==> config.mk <==
export PLATFORM = sky130hd
export DESIGN_NAME = dcps_top
export DESIGN_NICKNAME = d
export VERILOG_FILES = /design/src/dcps_pkg.sv /design/src/dcps_sync.sv /design/src/dcps_io_path.sv /design/src/dcps_top.sv
export SDC_FILE = /design/constraint.sdc
export NUM_CORES = 1
export LEC_CHECK = 0
export BUFFER_PORTS_ARGS = -buffer_cell sky130_fd_sc_hd__buf_4
export CAP_MARGIN = 40
export CORE_ASPECT_RATIO = 1.4
export CORE_MARGIN = 8
export CORE_UTILIZATION = 50
export DETAILED_ROUTE_END_ITERATION = 8
export GPL_TIMING_DRIVEN = 0
export PLACE_DENSITY = 0.8
export SLEW_MARGIN = 30
export SYNTH_ARGS = -nofsm -noshare
export SYNTH_HDL_FRONTEND = slang
export SYNTH_HIERARCHICAL = 1
export SYNTH_SLANG_ARGS = --single-unit
==> constraint.sdc <==
create_clock -name clock -period 2.9 [get_ports clock]
set_input_delay 0.58 -clock clock [delete_from_list [all_inputs] [get_ports clock]]
set_output_delay 0.58 -clock clock [all_outputs]
set_load 0.03 [all_outputs]
==> src/dcps_pkg.sv <==
// Purpose: shared constants of the dual card power sequencer
// Assumes: core clock of 50 MHz
// Notes: times kept in microseconds, counts derived from them

package dcps_pkg;

  // ==========================================================
  // timing
  localparam int unsigned CLK_MHZ = 50;
  localparam int unsigned T_RELEASE_US = 800;
  localparam int unsigned T_FORCE_US = 8;
  localparam int unsigned RELEASE_CYCLES = T_RELEASE_US * CLK_MHZ;
  localparam int unsigned FORCE_CYCLES = T_FORCE_US * CLK_MHZ;
  localparam int unsigned TIMER_W = 16;

  // ==========================================================
  // host clock edges counted in activation and deactivation
  localparam logic [1:0] CLK_EDGES_ON = 2'h2;
  localparam logic [1:0] CLK_EDGES_OFF = 2'h2;

  // ==========================================================
  // data line bridge: cycles ignored after a release
  localparam logic [1:0] IO_GUARD_CYCLES = 2'h3;

  // ==========================================================
  // synchroniser input positions
  localparam int unsigned SYNC_W = 11;
  localparam int unsigned SI_ENABLE = 0;
  localparam int unsigned SI_CARD_SEL = 1;
  localparam int unsigned SI_VOLT_SEL = 2;
  localparam int unsigned SI_SUPPLY_OK = 3;
  localparam int unsigned SI_HOST_RST = 4;
  localparam int unsigned SI_HOST_CLK = 5;
  localparam int unsigned SI_HOST_IO = 6;
  localparam int unsigned SI_CARD_IO = 7;
  localparam int unsigned SI_CARD_GOOD = 9;

  // ==========================================================
  // sequencer states and data line bridge states
  typedef enum logic [2:0] {
    SEQ_OFF = 3'b000,
    SEQ_RAMP = 3'b001,
    SEQ_HOLD = 3'b010,
    SEQ_CLK_WAIT = 3'b011,
    SEQ_ACTIVE = 3'b100,
    SEQ_DEACT = 3'b101
  } dcps_seq_t;

  typedef enum logic [1:0] {
    IO_IDLE = 2'b00,
    IO_HOST_LOW = 2'b01,
    IO_CARD_LOW = 2'b10,
    IO_GUARD = 2'b11
  } dcps_io_t;

endpackage

==> src/dcps_sync.sv <==
// Purpose: two flop synchroniser for pin inputs
// Assumes: inputs are slow levels relative to the clock
// Notes: only the second stage is visible outside
`timescale 1ns/1ns
`default_nettype none

module dcps_sync #(
  parameter int unsigned WIDTH = 1
) (
  // clock and reset
  input wire logic clock,
  input wire logic reset,
  // data
  input wire logic [WIDTH-1:0] async_in,
  output logic [WIDTH-1:0] sync_out
);

  logic [WIDTH-1:0] meta_q;
  logic [WIDTH-1:0] sync_q;

  always_ff @(posedge clock) begin
    if (reset) begin
      meta_q <= '0;
      sync_q <= '0;
    end else begin
      meta_q <= async_in;
      sync_q <= meta_q;
    end
  end

  assign sync_out = sync_q;

endmodule

`default_nettype wire

==> src/dcps_io_path.sv <==
// Purpose: open drain data line bridge between host and selected card
// Assumes: both inputs already synchronised, lines idle high by pull-ups
// Notes: the side that pulls low first owns the line until it lets go
`timescale 1ns/1ns
`default_nettype none

module dcps_io_path (
  // clock and reset
  input wire logic clock,
  input wire logic reset,
  // control
  input wire logic pass_enable,
  input wire logic force_low,
  // line levels
  input wire logic host_in,
  input wire logic card_in,
  // pull-down requests
  output logic host_pull_low,
  output logic card_pull_low
);

  dcps_pkg::dcps_io_t st_q, st_d;
  logic [1:0] guard_q, guard_d;
  logic host_pull_q, host_pull_d;
  logic card_pull_q, card_pull_d;

  // ==========================================================
  // ownership of the line
  always_comb begin
    st_d = st_q;
    guard_d = guard_q;
    unique case (st_q)
      dcps_pkg::IO_IDLE: begin
        if (pass_enable && !host_in) begin
          st_d = dcps_pkg::IO_HOST_LOW;
        end else if (pass_enable && !card_in) begin
          st_d = dcps_pkg::IO_CARD_LOW;
        end
      end
      dcps_pkg::IO_HOST_LOW: begin
        if (host_in || !pass_enable) begin
          st_d = dcps_pkg::IO_GUARD;
          guard_d = dcps_pkg::IO_GUARD_CYCLES;
        end
      end
      dcps_pkg::IO_CARD_LOW: begin
        if (card_in || !pass_enable) begin
          st_d = dcps_pkg::IO_GUARD;
          guard_d = dcps_pkg::IO_GUARD_CYCLES;
        end
      end
      dcps_pkg::IO_GUARD: begin
        // let our own release settle through the synchroniser
        if (guard_q == 2'h0) begin
          st_d = dcps_pkg::IO_IDLE;
        end else begin
          guard_d = guard_q - 2'h1;
        end
      end
    endcase
    // our own forced low on the card wire must not be taken for the card pulling
    if (force_low) begin
      st_d = dcps_pkg::IO_GUARD;
      guard_d = dcps_pkg::IO_GUARD_CYCLES;
    end
    host_pull_d = (st_d == dcps_pkg::IO_CARD_LOW);
    card_pull_d = force_low || (st_d == dcps_pkg::IO_HOST_LOW);
  end

  always_ff @(posedge clock) begin
    if (reset) begin
      st_q <= dcps_pkg::IO_IDLE;
      guard_q <= 2'h0;
      host_pull_q <= 1'b0;
      card_pull_q <= 1'b1;
    end else begin
      st_q <= st_d;
      guard_q <= guard_d;
      host_pull_q <= host_pull_d;
      card_pull_q <= card_pull_d;
    end
  end

  assign host_pull_low = host_pull_q;
  assign card_pull_low = card_pull_q;

endmodule

`default_nettype wire

==> src/dcps_top.sv <==
// Purpose: sequencer and router of a dual smart card supply interface
// Assumes: all pin inputs asynchronous to clock; regulators report supply good
// Notes: index 0 of every card vector is card A, index 1 is card B
`timescale 1ns/1ns
`default_nettype none

// Function
// - enable high routes card A or B and 1.8 or 3.0 volt supply.
// - enable low disables both cards and enters shutdown.
// - at most one card interface is active at any time.
// - activation holds reset, clock, data low until supply is nominal.
// - reset and data released about 800 us after supply nominal.
// - card clock enabled on second host clock rising edge after release.
// - deactivation drives card reset low at once.
// - card clock forced low after 2 host clocks, or 8 us.
// - card data forced low about 8 us after enable falls.
// - session ends at once; supply off only after lines forced low.
// - host supply below about 1.0 V acts as enable low.
// - after activation host reset and clock pass to selected card.
// - data line passes both ways, either side may pull low.
module dcps_top #(
  parameter int unsigned RELEASE_CYCLES = dcps_pkg::RELEASE_CYCLES
) (
  // clock and reset
  input wire logic clock,
  input wire logic reset,
  // host control pins
  input wire logic enable,
  input wire logic card_select,
  input wire logic voltage_select,
  input wire logic host_supply_ok,
  // host signal pins
  input wire logic host_reset_in,
  input wire logic host_clock_in,
  input wire logic host_io_in,
  output logic host_io_out,
  output logic host_io_oe,
  // regulator feedback and control
  input wire logic [1:0] card_supply_good,
  output logic [1:0] card_supply_en,
  output logic [1:0] card_supply_3v0,
  // card pins
  output logic [1:0] card_reset_out,
  output logic [1:0] card_clock_out,
  input wire logic [1:0] card_io_in,
  output logic [1:0] card_io_out,
  output logic [1:0] card_io_oe,
  // status
  output logic shutdown
);

  // last counts of the release hold and of the deactivation timeout
  localparam logic [dcps_pkg::TIMER_W-1:0] REL_LAST =
    dcps_pkg::TIMER_W'(RELEASE_CYCLES - 1);
  localparam logic [dcps_pkg::TIMER_W-1:0] FORCE_LAST =
    dcps_pkg::TIMER_W'(dcps_pkg::FORCE_CYCLES - 1);
  localparam logic [dcps_pkg::TIMER_W-1:0] FORCE_DONE =
    dcps_pkg::TIMER_W'(dcps_pkg::FORCE_CYCLES);

  // ==========================================================
  // input synchronisers
  logic [dcps_pkg::SYNC_W-1:0] pins_s;
  logic run, card_sel_s, volt_sel_s, host_rst_s, host_clk_s, host_io_s;
  logic [1:0] card_io_s, card_good_s;

  // the selects pass the same two flops as enable, so they are latched
  // together with it
  dcps_sync #(
    .WIDTH(dcps_pkg::SYNC_W)
  ) u_sync (
    .clock(clock),
    .reset(reset),
    .async_in({card_supply_good, card_io_in, host_io_in, host_clock_in,
               host_reset_in, host_supply_ok, voltage_select, card_select,
               enable}),
    .sync_out(pins_s)
  );

  // low host supply acts as enable low
  assign run = pins_s[dcps_pkg::SI_ENABLE] && pins_s[dcps_pkg::SI_SUPPLY_OK];
  assign card_sel_s = pins_s[dcps_pkg::SI_CARD_SEL];
  assign volt_sel_s = pins_s[dcps_pkg::SI_VOLT_SEL];
  assign host_rst_s = pins_s[dcps_pkg::SI_HOST_RST];
  assign host_clk_s = pins_s[dcps_pkg::SI_HOST_CLK];
  assign host_io_s = pins_s[dcps_pkg::SI_HOST_IO];
  assign card_io_s = pins_s[dcps_pkg::SI_CARD_IO +: 2];
  assign card_good_s = pins_s[dcps_pkg::SI_CARD_GOOD +: 2];

  // ==========================================================
  // sequencer state
  dcps_pkg::dcps_seq_t st_q, st_d;
  logic [dcps_pkg::TIMER_W-1:0] timer_q, timer_d;
  logic [1:0] edges_q, edges_d;
  logic sel_q, sel_d;
  logic volt_q, volt_d;
  logic clk_off_q, clk_off_d;
  logic clk_prev_q;
  logic host_rise;
  logic clk_forced;
  logic io_pass;

  // card i is the one the sequencer currently serves
  function automatic logic is_live(input logic idx, input logic sel,
                                   input dcps_pkg::dcps_seq_t st);
    is_live = (sel == idx) && (st != dcps_pkg::SEQ_OFF);
  endfunction

  // edges are found on the synchronised copy, so a counted edge lags the pin
  // by two or three core cycles
  assign host_rise = host_clk_s && !clk_prev_q;

  always_comb begin
    st_d = st_q;
    timer_d = timer_q;
    edges_d = edges_q;
    sel_d = sel_q;
    volt_d = volt_q;
    clk_off_d = clk_off_q;
    if (st_q != dcps_pkg::SEQ_OFF && st_q != dcps_pkg::SEQ_DEACT && !run) begin
      st_d = dcps_pkg::SEQ_DEACT;
      timer_d = '0;
      edges_d = 2'h0;
      // a clock already low stays low
      clk_off_d = !card_clock_out[sel_q];
    end else begin
      unique case (st_q)
        dcps_pkg::SEQ_OFF: begin
          if (run) begin
            sel_d = card_sel_s;
            volt_d = volt_sel_s;
            st_d = dcps_pkg::SEQ_RAMP;
          end
        end
        dcps_pkg::SEQ_RAMP: begin
          if (card_good_s[sel_q]) begin
            st_d = dcps_pkg::SEQ_HOLD;
            timer_d = '0;
          end
        end
        dcps_pkg::SEQ_HOLD: begin
          if (timer_q == REL_LAST) begin
            st_d = dcps_pkg::SEQ_CLK_WAIT;
            edges_d = 2'h0;
          end else begin
            timer_d = timer_q + 1'b1;
          end
        end
        dcps_pkg::SEQ_CLK_WAIT: begin
          if (host_rise) begin
            edges_d = edges_q + 2'h1;
            if (edges_q + 2'h1 == dcps_pkg::CLK_EDGES_ON) begin
              st_d = dcps_pkg::SEQ_ACTIVE;
            end
          end
        end
        dcps_pkg::SEQ_ACTIVE: begin
          st_d = dcps_pkg::SEQ_ACTIVE;
        end
        dcps_pkg::SEQ_DEACT: begin
          timer_d = timer_q + 1'b1;
          // count host clock rises until the clock is forced
          if (host_rise && edges_q != dcps_pkg::CLK_EDGES_OFF) begin
            edges_d = edges_q + 2'h1;
          end
          // supply off after all lines forced low
          if (timer_q == FORCE_DONE) begin
            st_d = dcps_pkg::SEQ_OFF;
          end
        end
        default: begin
          st_d = dcps_pkg::SEQ_DEACT;
          timer_d = '0;
          edges_d = 2'h0;
          clk_off_d = 1'b1;
        end
      endcase
    end
  end

  always_ff @(posedge clock) begin
    if (reset) begin
      st_q <= dcps_pkg::SEQ_OFF;
      timer_q <= '0;
      edges_q <= 2'h0;
      sel_q <= 1'b0;
      volt_q <= 1'b0;
      clk_off_q <= 1'b1;
      clk_prev_q <= 1'b0;
    end else begin
      st_q <= st_d;
      timer_q <= timer_d;
      edges_q <= edges_d;
      sel_q <= sel_d;
      volt_q <= volt_d;
      clk_off_q <= clk_off_d;
      clk_prev_q <= host_clk_s;
    end
  end

  // ==========================================================
  // line forcing during deactivation
  // two host clocks or the timeout
  assign clk_forced = clk_off_q || (edges_q == dcps_pkg::CLK_EDGES_OFF) ||
                      (timer_q >= FORCE_LAST);

  // data is bridged from release until the deactivation timeout
  // data forced low at the timeout
  assign io_pass = (st_q == dcps_pkg::SEQ_CLK_WAIT) ||
                   (st_q == dcps_pkg::SEQ_ACTIVE) ||
                   ((st_q == dcps_pkg::SEQ_DEACT) && (timer_q < FORCE_LAST));

  // ==========================================================
  // data line bridge
  logic host_pull, card_pull;

  // while the card wire is forced low the bridge sees our own low on it and
  // masks that echo until the release has passed the synchroniser
  dcps_io_path u_io (
    .clock(clock),
    .reset(reset),
    .pass_enable(io_pass),
    .force_low(!io_pass),
    .host_in(host_io_s),
    .card_in(card_io_s[sel_q]),
    .host_pull_low(host_pull),
    .card_pull_low(card_pull)
  );

  // ==========================================================
  // output registers
  logic [1:0] sup_en_q, sup_en_d;
  logic [1:0] sup_hi_q, sup_hi_d;
  logic [1:0] rst_q, rst_d;
  logic [1:0] clk_q, clk_d;
  logic [1:0] io_oe_q, io_oe_d;
  logic host_oe_q;
  logic shut_q, shut_d;

  always_comb begin
    for (int i = 0; i < 2; i++) begin
      // only the served card is live
      sup_en_d[i] = is_live(1'(i), sel_q, st_q);
      sup_hi_d[i] = is_live(1'(i), sel_q, st_q) && volt_q;
      rst_d[i] = is_live(1'(i), sel_q, st_q) && host_rst_s &&
                 ((st_q == dcps_pkg::SEQ_CLK_WAIT) ||
                  (st_q == dcps_pkg::SEQ_ACTIVE));
      clk_d[i] = is_live(1'(i), sel_q, st_q) && host_clk_s &&
                 ((st_q == dcps_pkg::SEQ_ACTIVE) ||
                  ((st_q == dcps_pkg::SEQ_DEACT) && !clk_forced));
      io_oe_d[i] = is_live(1'(i), sel_q, st_q) ? card_pull : 1'b1;
    end
    // shutdown follows the served supply, so it never shows with a supply on
    shut_d = (st_q == dcps_pkg::SEQ_OFF);
  end

  always_ff @(posedge clock) begin
    if (reset) begin
      sup_en_q <= 2'h0;
      sup_hi_q <= 2'h0;
      rst_q <= 2'h0;
      clk_q <= 2'h0;
      io_oe_q <= 2'h3;
      host_oe_q <= 1'b0;
      shut_q <= 1'b1;
    end else begin
      sup_en_q <= sup_en_d;
      sup_hi_q <= sup_hi_d;
      rst_q <= rst_d;
      clk_q <= clk_d;
      io_oe_q <= io_oe_d;
      host_oe_q <= host_pull;
      shut_q <= shut_d;
    end
  end

  // open drain: data only ever driven low
  assign host_io_out = 1'b0;
  assign host_io_oe = host_oe_q;
  assign card_io_out = 2'h0;
  assign card_io_oe = io_oe_q;
  assign card_supply_en = sup_en_q;
  assign card_supply_3v0 = sup_hi_q;
  assign card_reset_out = rst_q;
  assign card_clock_out = clk_q;
  assign shutdown = shut_q;

endmodule

`default_nettype wire

After elaboration in Yosys (flattened, before gate mapping)
Cells that the tools add are included. W data, S select, Z words.

$add $sub $neg: 3. Multiply operators: 0. Divide/modulo/power cells: 0. Order comparisons: 3. Equality and inequality tests: 35. Shift-type cells: 0. Mux-type cells: 35. Bitwise gates (word level): 6. Reductions and logical operators: 52.

Operators by type and width (number): $pmux W16 S4 (1); $mux W16 (2); $ne A3 B3 Y1 const B (9); $mux W2 (13); $logic_and A1 B1 Y1 (21); $mux W3 (7); $ne A2 B2 Y1 const B (9); $pmux W3 S6 (1); $add A16 B1 Y16 const B (1); $eq A16 B16 Y1 const B (1); $eq A16 B9 Y1 const B (1); $ge A16 B9 Y1 const B (1); $lt A16 B9 Y1 const B (1); $pmux W2 S4 (2); $reduce_and A6 Y1 (2); $eq A2 B2 Y1 const B (5); $logic_or A1 B1 Y1 (8); $mux W1 (8); $reduce_and A4 Y1 (2); $logic_not A1 Y1 (7); $eq A3 B2 Y1 const B (2); $eq A3 B3 Y1 const B (2); $not A1 Y1 (6); $pmux W2 S3 (1); other kinds (15) (21).

Flip-flop bits (word level): 65. Bits in latches: 0. RAM bits: 0. Bits in read-only memories: 0. Output and inout port bits: 15. Word-level logic and storage cells: 156. Memories: 0.

Depth between registers and ports, before layout
Gate-level depths: netlist (run 1).

Word-level depth: 10. Depth in mapped cells: 11. Gate-level depth less buffers: 9.

Cells and area by module
The synthesis (run 1) kept the hierarchy.

Modules (own cells, without submodules): dcps_top (times used 1, cells each 233, area each 1909.3 um^2, seq. area each 740.7 um^2); dcps_sync (times used 1, cells each 46, area each 640.6 um^2, seq. area each 440.4 um^2); dcps_io_path (times used 1, cells each 34, area each 316.6 um^2, seq. area each 120.1 um^2).

Worst setup path after synthesis (run 1)
OpenSTA, ideal clock, no wires.

Kind: reg2reg. From: reg st_q[2] (netlist name). To: reg u_io.st_q[0]. Arrival time: 1.875 ns. Required time: 2.771 ns. Setup slack: 0.896 ns. Cell stages (with the launch flop): 10. Path buffers: 2. Period minus slack after synthesis: 2.004 ns. Cell sequence: dfxtp_1 -> clkbuf_1 -> clkbuf_1 -> nor2b_1 -> nand2b_1 -> nand2_1 -> or2_1 -> or3b_4 -> a211oi_2 -> a311oi_1.

RTL lines: to (signal assigned) (RTL line dcps_io_path.sv:72) `st_q <= dcps_pkg::IO_IDLE;`; to (signal assigned) (RTL line dcps_io_path.sv:77) `st_q <= st_d;`; to (decl) (RTL line dcps_io_path.sv:22) `dcps_pkg::dcps_io_t st_q, st_d;`.

==> summary.txt, run 1 <==
Worst setup path
  • Crit path required time: approximately 3.1 ns
  • Worst setup path class: register to register
  • WP data arrival: 2.57 ns
  • Crit end category: register
  • CP startpoint kind: register
  • Critical Path Fanout Max: 10

Synthesis
  • Synth cell types: 58
  • Warnings, synthesis: 6
  • Flops & latches, synth: 65
  • Number of synthesized flops with an enable pin: 0
  • Main area contributors after synthesis: dfxtp_1, nor2b_2, a21oi_1, nand2_1, nor2_1
  • Sequential fraction of the synthesis area: 45.4%
  • Syn Area/Cell: between 9 and 10 um2
  • Main synth FF type: dfxtp_1
  • Top-count cell post-synth: dfxtp_1
  • Syn Std Cell Area: 0.00287 mm2
  • Post-Synthesis Cells: between 300 and 400
  • Synth top cells by count: dfxtp_1, a21oi_1, nand2_1, nor2_1, inv_1
  • Share of the synthesized area in the top cell type: 45.4%
  • FFs w/ async S/R, synth: 0%
  • Synth area leader: dfxtp_1

Die
  • Die Span Y: between 100 and 150 um
  • Chip width: 80.0 um
  • Placeable Area: 0.00553 mm2
  • Die Area: 0.00845 mm2
  • I/O pins: 28
  • Row Count: 32
  • Starting Density: 51.9%

Timing
  • Tmin final: 2.35 ns
  • RSZ-0062 raised after global routing: false
  • WHS: 0.434 ns
  • Hold Vio Cnt, Final: 0
  • Final Max Slew Viols: 0
  • Worst relative slew slack: 44.5%
  • Setup TNS: 0 ns
  • # setup viols final: 0
  • Worst Tran Pin Value: 0.825 ns
  • Maximum clock frequency: 0.426 GHz
  • Clock skew: 0.00863 ns
  • Fin crit share: 81.0%

GRT
  • GRT overflow: 0
  • First-pass GRT wire length: between 9 and 10 mm
  • Number of global-route vias before repair: 2234
  • GRT Overall Usage: 14.6%
  • Initial antenna violation count: 0
  • Largest net degree at the start of global routing: 12

Routing
  • Drt first-iter violations: 107
  • DR pass1 iterations: 4
  • Antenna-violating nets left: 0
  • Via density per instance: around 5.5
  • Routed len/inst: 13.7 um
  • Via Count: 2322
  • Residual DRC: 0
  • WL final: 5.78 mm

Final layout
  • Layout cells sized above 1: 20.6%
  • ANT cells: 0
  • Footprint of the multi-input gates: 0.00139 mm2
  • Core Util, Final: 60.5%
  • # nets final: 368
  • Fillcell total: between 400 and 500
  • Reg area: around 0.0013 mm2
  • Area growth syn-to-layout: 16.6%

Pwr
  • NetSw: 694 uW
  • Sequential group share of total power: 43.2%
  • Peak VDD IR: 380 uV
  • Leak: 1.25 nW
  • Comb power frac: around 23%
  • Sw Share: a little under a third
  • PD cells: 682 mW/mm2
  • Clock power share: roughly 34%
  • Internal power: 1.59 mW

Clock tree
  • Postcts setup bufs: 0
  • H-tree depth: 3
  • CTS resizes: 0
  • Maximum root-to-sink buffer count: 2
  • # hold bufs at CTS: 0
  • Later-pin clock latency in the skew report: around 0.34 ns
  • Cts bufs inserted: 9
  • Clock root buffer master: clkbuf_8
  • Clock-pin slew on the worst setup and hold paths: approximately 0.070 ns
  • TritonCTS clock tree: yes
  • Sink Count: 65

Job
  • # Max-Cap Violations: 0

Hold path
  • Hold Path Class: register to register

Placement
  • DP HPWL: 4.25 mm
  • IO buf count: 24
  • Placer congestion estimate: 0.881

Run status
  • Status: finished clean
critical path, stage by stage, from the launching register on:
cell	delay (ns)
dfxtp_1	0.33
buf_2	0.20
clkbuf_1	0.34
and3b_1	0.27
nand3_1	0.12
nor2_1	0.10
or2_1	0.19
or3b_4	0.41
a211oi_2	0.19
a311oi_1	0.07
registers in the layout, summed over array words and instances, names as in the netlist:
register,cells
host_io_oe,1
edges_q,2
u_sync/sync_out,11
card_supply_en,2
volt_q,1
card_io_oe,2
u_io/card_pull_low,1
shutdown,1
u_sync/meta_q,11
clk_off_q,1
st_q,3
card_clock_out,2
u_io/guard_q,2
sel_q,1
timer_q,16
u_io/host_pull_low,1
card_supply_3v0,2
clk_prev_q,1
card_reset_out,2
u_io/st_q,2
cell families after synthesis:
group	count (synthesis)	share of synthesized area, %
compound gates	69	16.2
xor+xnor	5	1.53
fa+ha+maj	5	2.18
buf+inv	36	6.33
flops	65	45.4
mux	3	1.13
other cells	1	0.131
simple gates	129	27.1
area by class of cell:
cell class | instances | share of cell area, %
well taps | 68 | 2.54
flip-flops and latches | 65 | 38.9
plain buffers | 18 | 3.41
repair buffers | 24 | 5.39
clock inverters | 4 | 1.57
clock buffers | 11 | 4.53
inverters | 18 | 2.02
multi-input cells | 214 | 41.6
stage by stage:
step | area [um2] | setup WS [ns] | cells | power (mW)
after floorplan | 2870 | 0.896 | 315 | 1.39
after global placement | 3140 | 0.598 | 407 | 1.51
after detailed placement | 3140 | 0.574 | 407 | 1.52
after CTS | 3340 | 0.567 | 422 | 2.30
after global routing | 3340 | 0.361 | 422 | 2.41
final | 3340 | 0.551 | 422 | 2.28
path summary, 6_finish.rpt:
kind	startpoint	end	slack [ns]	depth (start not counted)
worst max-delay path	st_q[0]$_SDFFE_PP0P_	u_io/st_q[0]$_SDFF_PP0_	0.55	9
worst min-delay path	u_io/card_pull_low$_SDFF_PP1_	card_io_oe[0]$_SDFF_PP1_	0.43	1
worst max register to register	st_q[0]$_SDFFE_PP0P_	u_io/st_q[0]$_SDFF_PP0_	0.55	9
worst min register to register	u_io/card_pull_low$_SDFF_PP1_	card_io_oe[0]$_SDFF_PP1_	0.43	1
power groups by stage:
stage	logic (mW)	registers, mW	clock network [mW]
3_5_place_dp	0.519	1.00	0
3_3_place_gp	0.507	1.00	0
2_1_floorplan	0.360	1.03	0
6_report	0.520	0.985	0.775
4_1_cts	0.520	0.985	0.791
5_1_grt	0.580	0.992	0.833
layer usage:
layer,GRT usage [%],share of wire (%)
met1,15.4,41
met2,24.8,52
met3,5.19,5.5
met4,6.92,1.4
met5,0,0
layout by cell type, fill, tap and decap left out, types with 3 or more instances in the layout:
master    instances
a211oi_1          3
a21oi_1          22
buf_2             4
buf_4            27
buf_6             4
clkbuf_1          7
clkbuf_8         11
conb_1            3
dfxtp_1          65
ha_1              5
inv_1            18
nand2_1          20
nand2b_1          6
nand3_1           9
nand4_1           3
nor2_1           20
nor2b_1          12
nor2b_2          15
nor3_1            5
o21ai_0           9
o21ai_1           4
o31ai_1           7
or2_1             3
or3_1             8
or4_1             9
xnor2_1           4
No activity file was read; power rests on OpenSTA's default activity.
==> inputs of run 2 (changes only) <==
--- a/config.mk
+++ b/config.mk
@@ -5,6 +5,7 @@
 export SDC_FILE = /design/constraint.sdc
 export NUM_CORES = 1
 export LEC_CHECK = 0
+export ABC_AREA = 1
 export BUFFER_PORTS_ARGS = -buffer_cell sky130_fd_sc_hd__buf_4
 export CAP_MARGIN = 40
 export CORE_ASPECT_RATIO = 1.4
==> constraint.sdc (replaced) <==
create_clock -name clock -period 2.2 [get_ports clock]
set_input_delay 0.44 -clock clock [delete_from_list [all_inputs] [get_ports clock]]
set_output_delay 0.44 -clock clock [all_outputs]
set_load 0.03 [all_outputs]
==> run 2 against run 1 <==
First-iteration DRC count increased by 18%. Largest cell class unchanged. Count of clock-buffer cells in the layout decreased by 1. Area after synthesis increased by 3.8%.
==> summary.txt, run 2 <==
Placement
  • Placer congestion estimate: 0.870
  • DP HPWL: between 4 and 5 mm
  • Area post-placement: 0.00325 mm2
  • Placed cells: 525
  • IO buf count: 24

Final layout
  • Most common cell after layout, fill and taps aside: nand2_1
  • Layout cells sized above 1: 14.9%
  • Post-route cell area: 0.00348 mm2
  • Final Non-Filler Cells: 541
  • ANT cells: 0
  • Most frequent cells in the layout: nand2_1, nor2_1, inv_1, dfxtp_1, buf_4
  • Area growth syn-to-layout: 17.0%
  • # nets final: 484
  • Max FFs per register: 16
  • Largest register by flop count: timer_q

Routing
  • DR pass1 iterations: 4
  • Residual DRC: 0
  • WL final: about 6.0 mm
  • Via Count: 2670
  • Drt first-iter violations: 126
  • Antenna-violating nets left: 0
  • Via density per instance: 4.94
  • Routed len/inst: 11.2 um

Synthesis
  • Number of synthesized flops with an enable pin: 0
  • Main area contributors after synthesis: dfxtp_1, nand2_1, nor2_1, inv_1, nand3_1
  • FFs w/ async S/R, synth: 0%
  • Synth area leader: dfxtp_1
  • Main synth FF type: dfxtp_1
  • Flops & latches, synth: 65
  • Top-count cell post-synth: nand2_1
  • Syn Area/Cell: slightly below 7 um2
  • Sequential fraction of the synthesis area: 43.8%
  • Syn Std Cell Area: a little under 0.003 mm2
  • Warnings, synthesis: 6
  • Share of the synthesized area in the top cell type: 43.8%
  • Post-Synthesis Cells: 429
  • Synth cell types: 32
  • Synth top cells by count: nand2_1, nor2_1, inv_1, dfxtp_1, nand3_1

Worst setup path
  • CP max-delay cell: dfxtp_1
  • R2R setup slack: 0.31 ns
  • Critical Path Fanout Max: 7
  • WP data arrival: 2.13 ns
  • Reg-to-Reg Start: st_q[1]$_SDFFE_PP0P_
  • CP dominant cell by count: nand2_1
  • CP startpoint kind: register
  • WP buf/inv: 2
  • Crit path required time: 2.44 ns
  • Crit end category: register
  • Worst setup path class: register to register
  • Reg2Reg Depth: 12
  • Max incr delay on CP: 0.37 ns
  • Crit-path cells: inv_2 -> nand3_2 -> nor3_1 -> nand2_1 -> nand2_1 -> inv_1 -> nor2_2 -> nand2_1 -> nand3_2 -> nand3_1 -> nand2_1 -> nor2_1
  • FF-to-FF End: u_io/guard_q[1]$_SDFFE_PP0P_
  • CP delay by family, top: simple AND/OR/NAND/NOR gates

Timing
  • Setup TNS: 0 ns
  • Worst relative slew slack: 64.2%
  • Worst Tran Pin Value: approximately 0.53 ns
  • Maximum clock frequency: 0.530 GHz
  • RSZ-0062 raised after global routing: false
  • Final Max Slew Viols: 0
  • Tmin final: 1.89 ns
  • Fin crit share: between 80% and 90%
  • # setup viols final: 0
  • Clock skew: around 0.013 ns
  • Hold Vio Cnt, Final: 0

Hold path
  • Min-Delay Endpoint: u_sync/meta_q[7]$_SDFF_PP0_
  • Worst Hold Launch: card_io_in[0]
  • WHS Path Cells: 3
  • Hold Path Class: input port to register

Die
  • I/O pins: 28
  • Starting Density: 51.1%
  • Die Span Y: 107 um
  • Chip width: 81.2 um
  • Placeable Area: 0.00582 mm2
  • Die Area: 0.00871 mm2
  • Row Count: 33

Clock tree
  • Maximum root-to-sink buffer count: 2
  • TritonCTS clock tree: yes
  • Cts bufs inserted: 9
  • Later-pin clock latency in the skew report: around 0.34 ns
  • H-tree depth: 3
  • Clock root buffer master: clkbuf_8
  • Sink Count: 65
  • Clock-pin slew on the worst setup and hold paths: ~0.07 ns
  • Postcts setup bufs: 0
  • # hold bufs at CTS: 0
  • CTS resizes: 0

GRT
  • Largest net degree at the start of global routing: 13
  • Initial antenna violation count: 0
  • First-pass GRT wire length: 10.5 mm
  • GRT Overall Usage: 15.0%
  • Number of global-route vias before repair: 2562
  • GRT overflow: 0

Pwr
  • Peak VDD IR: around 650 uV
  • PD cells: 1140 mW/mm2
  • Leak: 1.60 nW

Job
  • # Max-Cap Violations: 0

Run status
  • Status: finished clean
-- run 2: cell types whose count changed in the layout (fill, tap and decap cells not counted), sizes merged, moves of 7 or more --
cell / delta
nand3: +21
clkbuf: -8
nor2: +68
or3: -8
nor2b: -27
a21oi: -7
inv: +61
nand2: +71
or4: -9
o31ai: -7
-- run 2: final cells by class --
| cell class | instances | area, um2 |
|---|---|---|
| Clock inverter | 6 | 88.8 |
| Timing Repair Buffer | 24 | 180 |
| Fill cell | 516 | 2340 |
| Clock buffer | 10 | 138 |
| Inverter | 78 | 293 |
| Buffer | 7 | 71.3 |
| Tap cell | 70 | 87.6 |
| Sequential cell | 65 | 1300 |
| Multi-Input combinational cell | 281 | 1320 |
-- run 2: power breakdown --
| group | switching, mW | internal [mW] | total [mW] | leakage [nW] |
|---|---|---|---|---|
| registers | 0.121 | 1.31 | 1.43 | 0.532 |
| logic | 0.940 | 0.458 | 1.40 | 0.957 |
| clock network | 0.467 | 0.670 | 1.14 | 0.109 |
-- run 2: worst max-delay path by stage --
stage	slack (ns)	cells after the start	end	startpoint
floorplan	0.61	11	u_io/guard_q[1]$_SDFFE_PP0P_	st_q[0]$_SDFFE_PP0P_
global placement	0.28	11	u_io/guard_q[1]$_SDFFE_PP0P_	st_q[0]$_SDFFE_PP0P_
detailed placement	0.24	11	u_io/guard_q[1]$_SDFFE_PP0P_	st_q[0]$_SDFFE_PP0P_
CTS	0.23	11	u_io/guard_q[1]$_SDFFE_PP0P_	st_q[0]$_SDFFE_PP0P_
global route	0.06	12	u_io/guard_q[1]$_SDFFE_PP0P_	timer_q[1]$_SDFFE_PP0P_
finish	0.31	12	u_io/guard_q[1]$_SDFFE_PP0P_	st_q[1]$_SDFFE_PP0P_
-- run 2: cell families after synthesis --
kind of cell | after synthesis | share of synthesized area [%]
other | 1 | 0.126
AOI/OAI and AO/OA | 40 | 7.83
adders and majority gates | 5 | 2.10
and+or+nand+nor | 233 | 34.0
buffers and inverters | 85 | 12.2
DFF | 65 | 43.8
-- run 2: worst reg2reg max path: stages (launching register included) --
cell and delay [ns]:
dfxtp_1 0.37, inv_2 0.14, nand3_2 0.20, nor3_1 0.24, nand2_1 0.11, nand2_1 0.11
inv_1 0.08, nor2_2 0.14, nand2_1 0.09, nand3_2 0.11, nand3_1 0.09, nand2_1 0.08
nor2_1 0.04
-- run 2: routing by layer --
layer	vias to the layer above	part of all wire, %	track usage, %	routed length, um
met1	1199	40	15.1	2450
met4	0	2.2	8.21	131
met3	15	4.0	4.26	244
met5	-	0	0	0
met2	62	53	26.7	3220
li1	1394	-	-	-
-- run 2: metrics by stage --
stage	worst slack, ns	util, %	total power, mW	hold slack [ns]
global route	0.0600	59.8	4.23	0.293
finish	0.312	59.8	3.97	0.299
CTS	0.226	59.7	3.96	0.289
floorplan	0.608	-	2.49	0.388
detailed placement	0.240	55.8	2.83	0.393
global placement	0.282	55.8	2.79	0.389
==> inputs of run 3 (changes only) <==
--- a/config.mk
+++ b/config.mk
@@ -11,6 +11,7 @@
 export CORE_ASPECT_RATIO = 1.4
 export CORE_MARGIN = 8
 export CORE_UTILIZATION = 50
+export CTS_BUF_LIST = sky130_fd_sc_hd__clkbuf_16
 export DETAILED_ROUTE_END_ITERATION = 8
 export GPL_TIMING_DRIVEN = 0
 export PLACE_DENSITY = 0.8
==> run 3 against run 2 <==
Fmax decreased by 3.2%. Largest power group is now clock. Global-route usage grew 0.46 points. Flip-flop and latch count unchanged. Largest cell class unchanged. Critical endpoint unchanged. Total power increased by 9.4%. Sequential power hardly changed. Clock skew decreased by 0.0068 ns. Count of clock-buffer cells in the layout decreased by 1. Setup slack got worse by 0.063 ns. Register-to-register slack got worse by 0.06 ns. Critical path type unchanged. Combinational power about the same. Non-clock buffer count did not move. Final cell count stayed put.
==> summary.txt, run 3 (synthesis gave the netlist of run 2 again) <==
Run status
  • Status: finished clean

Timing
  • Fin crit share: between 80% and 90%
  • Hold Vio Cnt, Final: 0
  • # setup viols final: 0
  • Final worst setup slack: approximately 0.25 ns
  • WHS: 0.314 ns
  • Tmin final: between 1.5 and 2 ns
  • Worst relative slew slack: 65.3%
  • Final Max Slew Viols: 0
  • Worst Tran Pin Value: 0.517 ns
  • RSZ-0062 raised after global routing: false
  • Setup TNS: 0 ns
  • Maximum clock frequency: 0.513 GHz
  • Clock skew: 0.00574 ns

Routing
  • Antenna-violating nets left: 0
  • DR pass1 iterations: 4
  • Routed len/inst: 11.4 um
  • Via density per instance: 4.95
  • Drt first-iter violations: 159
  • Via Count: between 2000 and 3000
  • WL final: 6.17 mm
  • Residual DRC: 0

Worst setup path
  • CP dominant cell by count: nand2_1
  • Crit path required time: 2.42 ns
  • Crit-path cells: inv_2 -> nand3_2 -> nor3_1 -> nand2_1 -> nand2_1 -> inv_1 -> nor2_1 -> nand2_1 -> nand3_2 -> nand3_1 -> nand2_1 -> nor2_1
  • Crit end category: register
  • FF-to-FF End: u_io/guard_q[1]$_SDFFE_PP0P_
  • Worst setup path class: register to register
  • CP max-delay cell: dfxtp_1
  • Critical Path Fanout Max: 7
  • Max incr delay on CP: between 0.3 and 0.4 ns
  • Reg2Reg Depth: 12
  • R2R setup slack: approximately 0.25 ns
  • Reg-to-Reg Start: st_q[1]$_SDFFE_PP0P_
  • WP data arrival: approximately 2.2 ns
  • CP Launch Point: st_q[1]$_SDFFE_PP0P_
  • CP startpoint kind: register

Final layout
  • Layout cells sized above 1: roughly 14%
  • ANT cells: 0
  • Most frequent cells in the layout: nand2_1, nor2_1, inv_1, dfxtp_1, buf_4
  • Area growth syn-to-layout: 20.0%
  • Max FFs per register: 16
  • Core Util, Final: 61.3%
  • # nets final: 484
  • Largest register by flop count: timer_q
  • Most common cell after layout, fill and taps aside: nand2_1
  • Fillcell total: 502

Placement
  • Pre-CTS setup slack: 0.240 ns
  • DP HPWL: between 4 and 5 mm
  • IO buf count: 24
  • Placer congestion estimate: 0.870

GRT
  • Initial antenna violation count: 0
  • Largest net degree at the start of global routing: 13
  • GRT overflow: 0
  • Number of global-route vias before repair: 2596
  • First-pass GRT wire length: between 10 and 15 mm
  • GRT Overall Usage: 15.5%

Die
  • Row Count: 33
  • Chip width: 81.2 um
  • Placeable Area: 0.00582 mm2
  • Die Area: 0.00871 mm2
  • Die Span Y: 107 um
  • I/O pins: 28
  • Starting Density: 51.1%

Pwr
  • PD cells: between 1000 and 1500 mW/mm2
  • NetSw: between 1.5 and 2 mW
  • Internal power: 2.76 mW
  • Leak: roughly 1.6 nW
  • Clock power share: 34.6%
  • Peak VDD IR: 937 uV
  • Sw Share: 36.5%
  • Sequential group share of total power: 33.1%
  • Comb power frac: 32.4%
  • Total power: 4.34 mW

Hold path
  • Hold Path Class: input port to register
  • Worst Hold Launch: card_io_in[0]
  • WHS Path Cells: 3
  • Min-Delay Endpoint: u_sync/meta_q[7]$_SDFF_PP0_

Clock tree
  • Clock root buffer master: clkbuf_16
  • H-tree depth: 3
  • Clock-pin slew on the worst setup and hold paths: 0.05 ns
  • Cts bufs inserted: 9
  • TritonCTS clock tree: yes
  • Postcts setup bufs: 0
  • Later-pin clock latency in the skew report: 0.33 ns
  • Sink Count: 65
  • Maximum root-to-sink buffer count: 2

Job
  • # Max-Cap Violations: 0
==> run 3: worst max-delay path: cells and delay by family, from the launching register on <==
kind | cells | cell delay (ns)
DFF | 1 | 0.37
and+or+nand+nor | 10 | 1.28
buffers and inverters | 2 | 0.21
==> run 3: what timing repair did <==
item / 4_1_cts / 5_1_grt
hold endpoints to repair: 0 / 0
hold buffers: 0 / 0
endpoints found under the setup margin: 0 / 2
resized for setup: 0 / 2
==> run 3: power groups by stage <==
stage,Combinational (mW),Clock (mW),Sequential [mW]
3_3_place_gp,1.35,0,1.44
4_1_cts,1.41,1.52,1.43
2_1_floorplan,1.02,0,1.47
6_report,1.40,1.50,1.43
3_5_place_dp,1.39,0,1.45
5_1_grt,1.57,1.58,1.46
==> run 3: layout make-up <==
type / instances / area (um2) / share of cell area, %
inverter: 78 / 293 / 8.20
buffer: 7 / 71.3 / 2.00
clock inverter: 7 / 92.6 / 2.59
sequential: 65 / 1300 / 36.5
tap: 70 / 87.6 / 2.45
multi-input combinational: 281 / 1320 / 36.9
timing repair buffer: 24 / 180 / 5.05
clock buffer: 9 / 225 / 6.31
==> run 3: through the flow <==
step | cells | cell area (um2)
floorplan | 431 | 2980
global placement | 525 | 3250
detailed placement | 525 | 3250
CTS | 541 | 3570
global route | 541 | 3570
finish | 541 | 3570
==> run 3: per-layer routing <==
metal	vias up	track usage, %	part of all wire [%]
li1	1397	-	-
met4	0	9.49	2.7
met5	-	0	0
met1	1205	15.4	40
met2	57	27.8	54
met3	17	3.60	3.2
==> run 3: worst max path at each step <==
stage / end / slack, ns
final: u_io/guard_q[1]$_SDFFE_PP0P_ / 0.25
after CTS: u_io/guard_q[1]$_SDFFE_PP0P_ / 0.22
after global placement: u_io/guard_q[1]$_SDFFE_PP0P_ / 0.28
after global routing: u_io/guard_q[1]$_SDFFE_PP0P_ / 0.01
after detailed placement: u_io/guard_q[1]$_SDFFE_PP0P_ / 0.24
after floorplan: u_io/guard_q[1]$_SDFFE_PP0P_ / 0.61
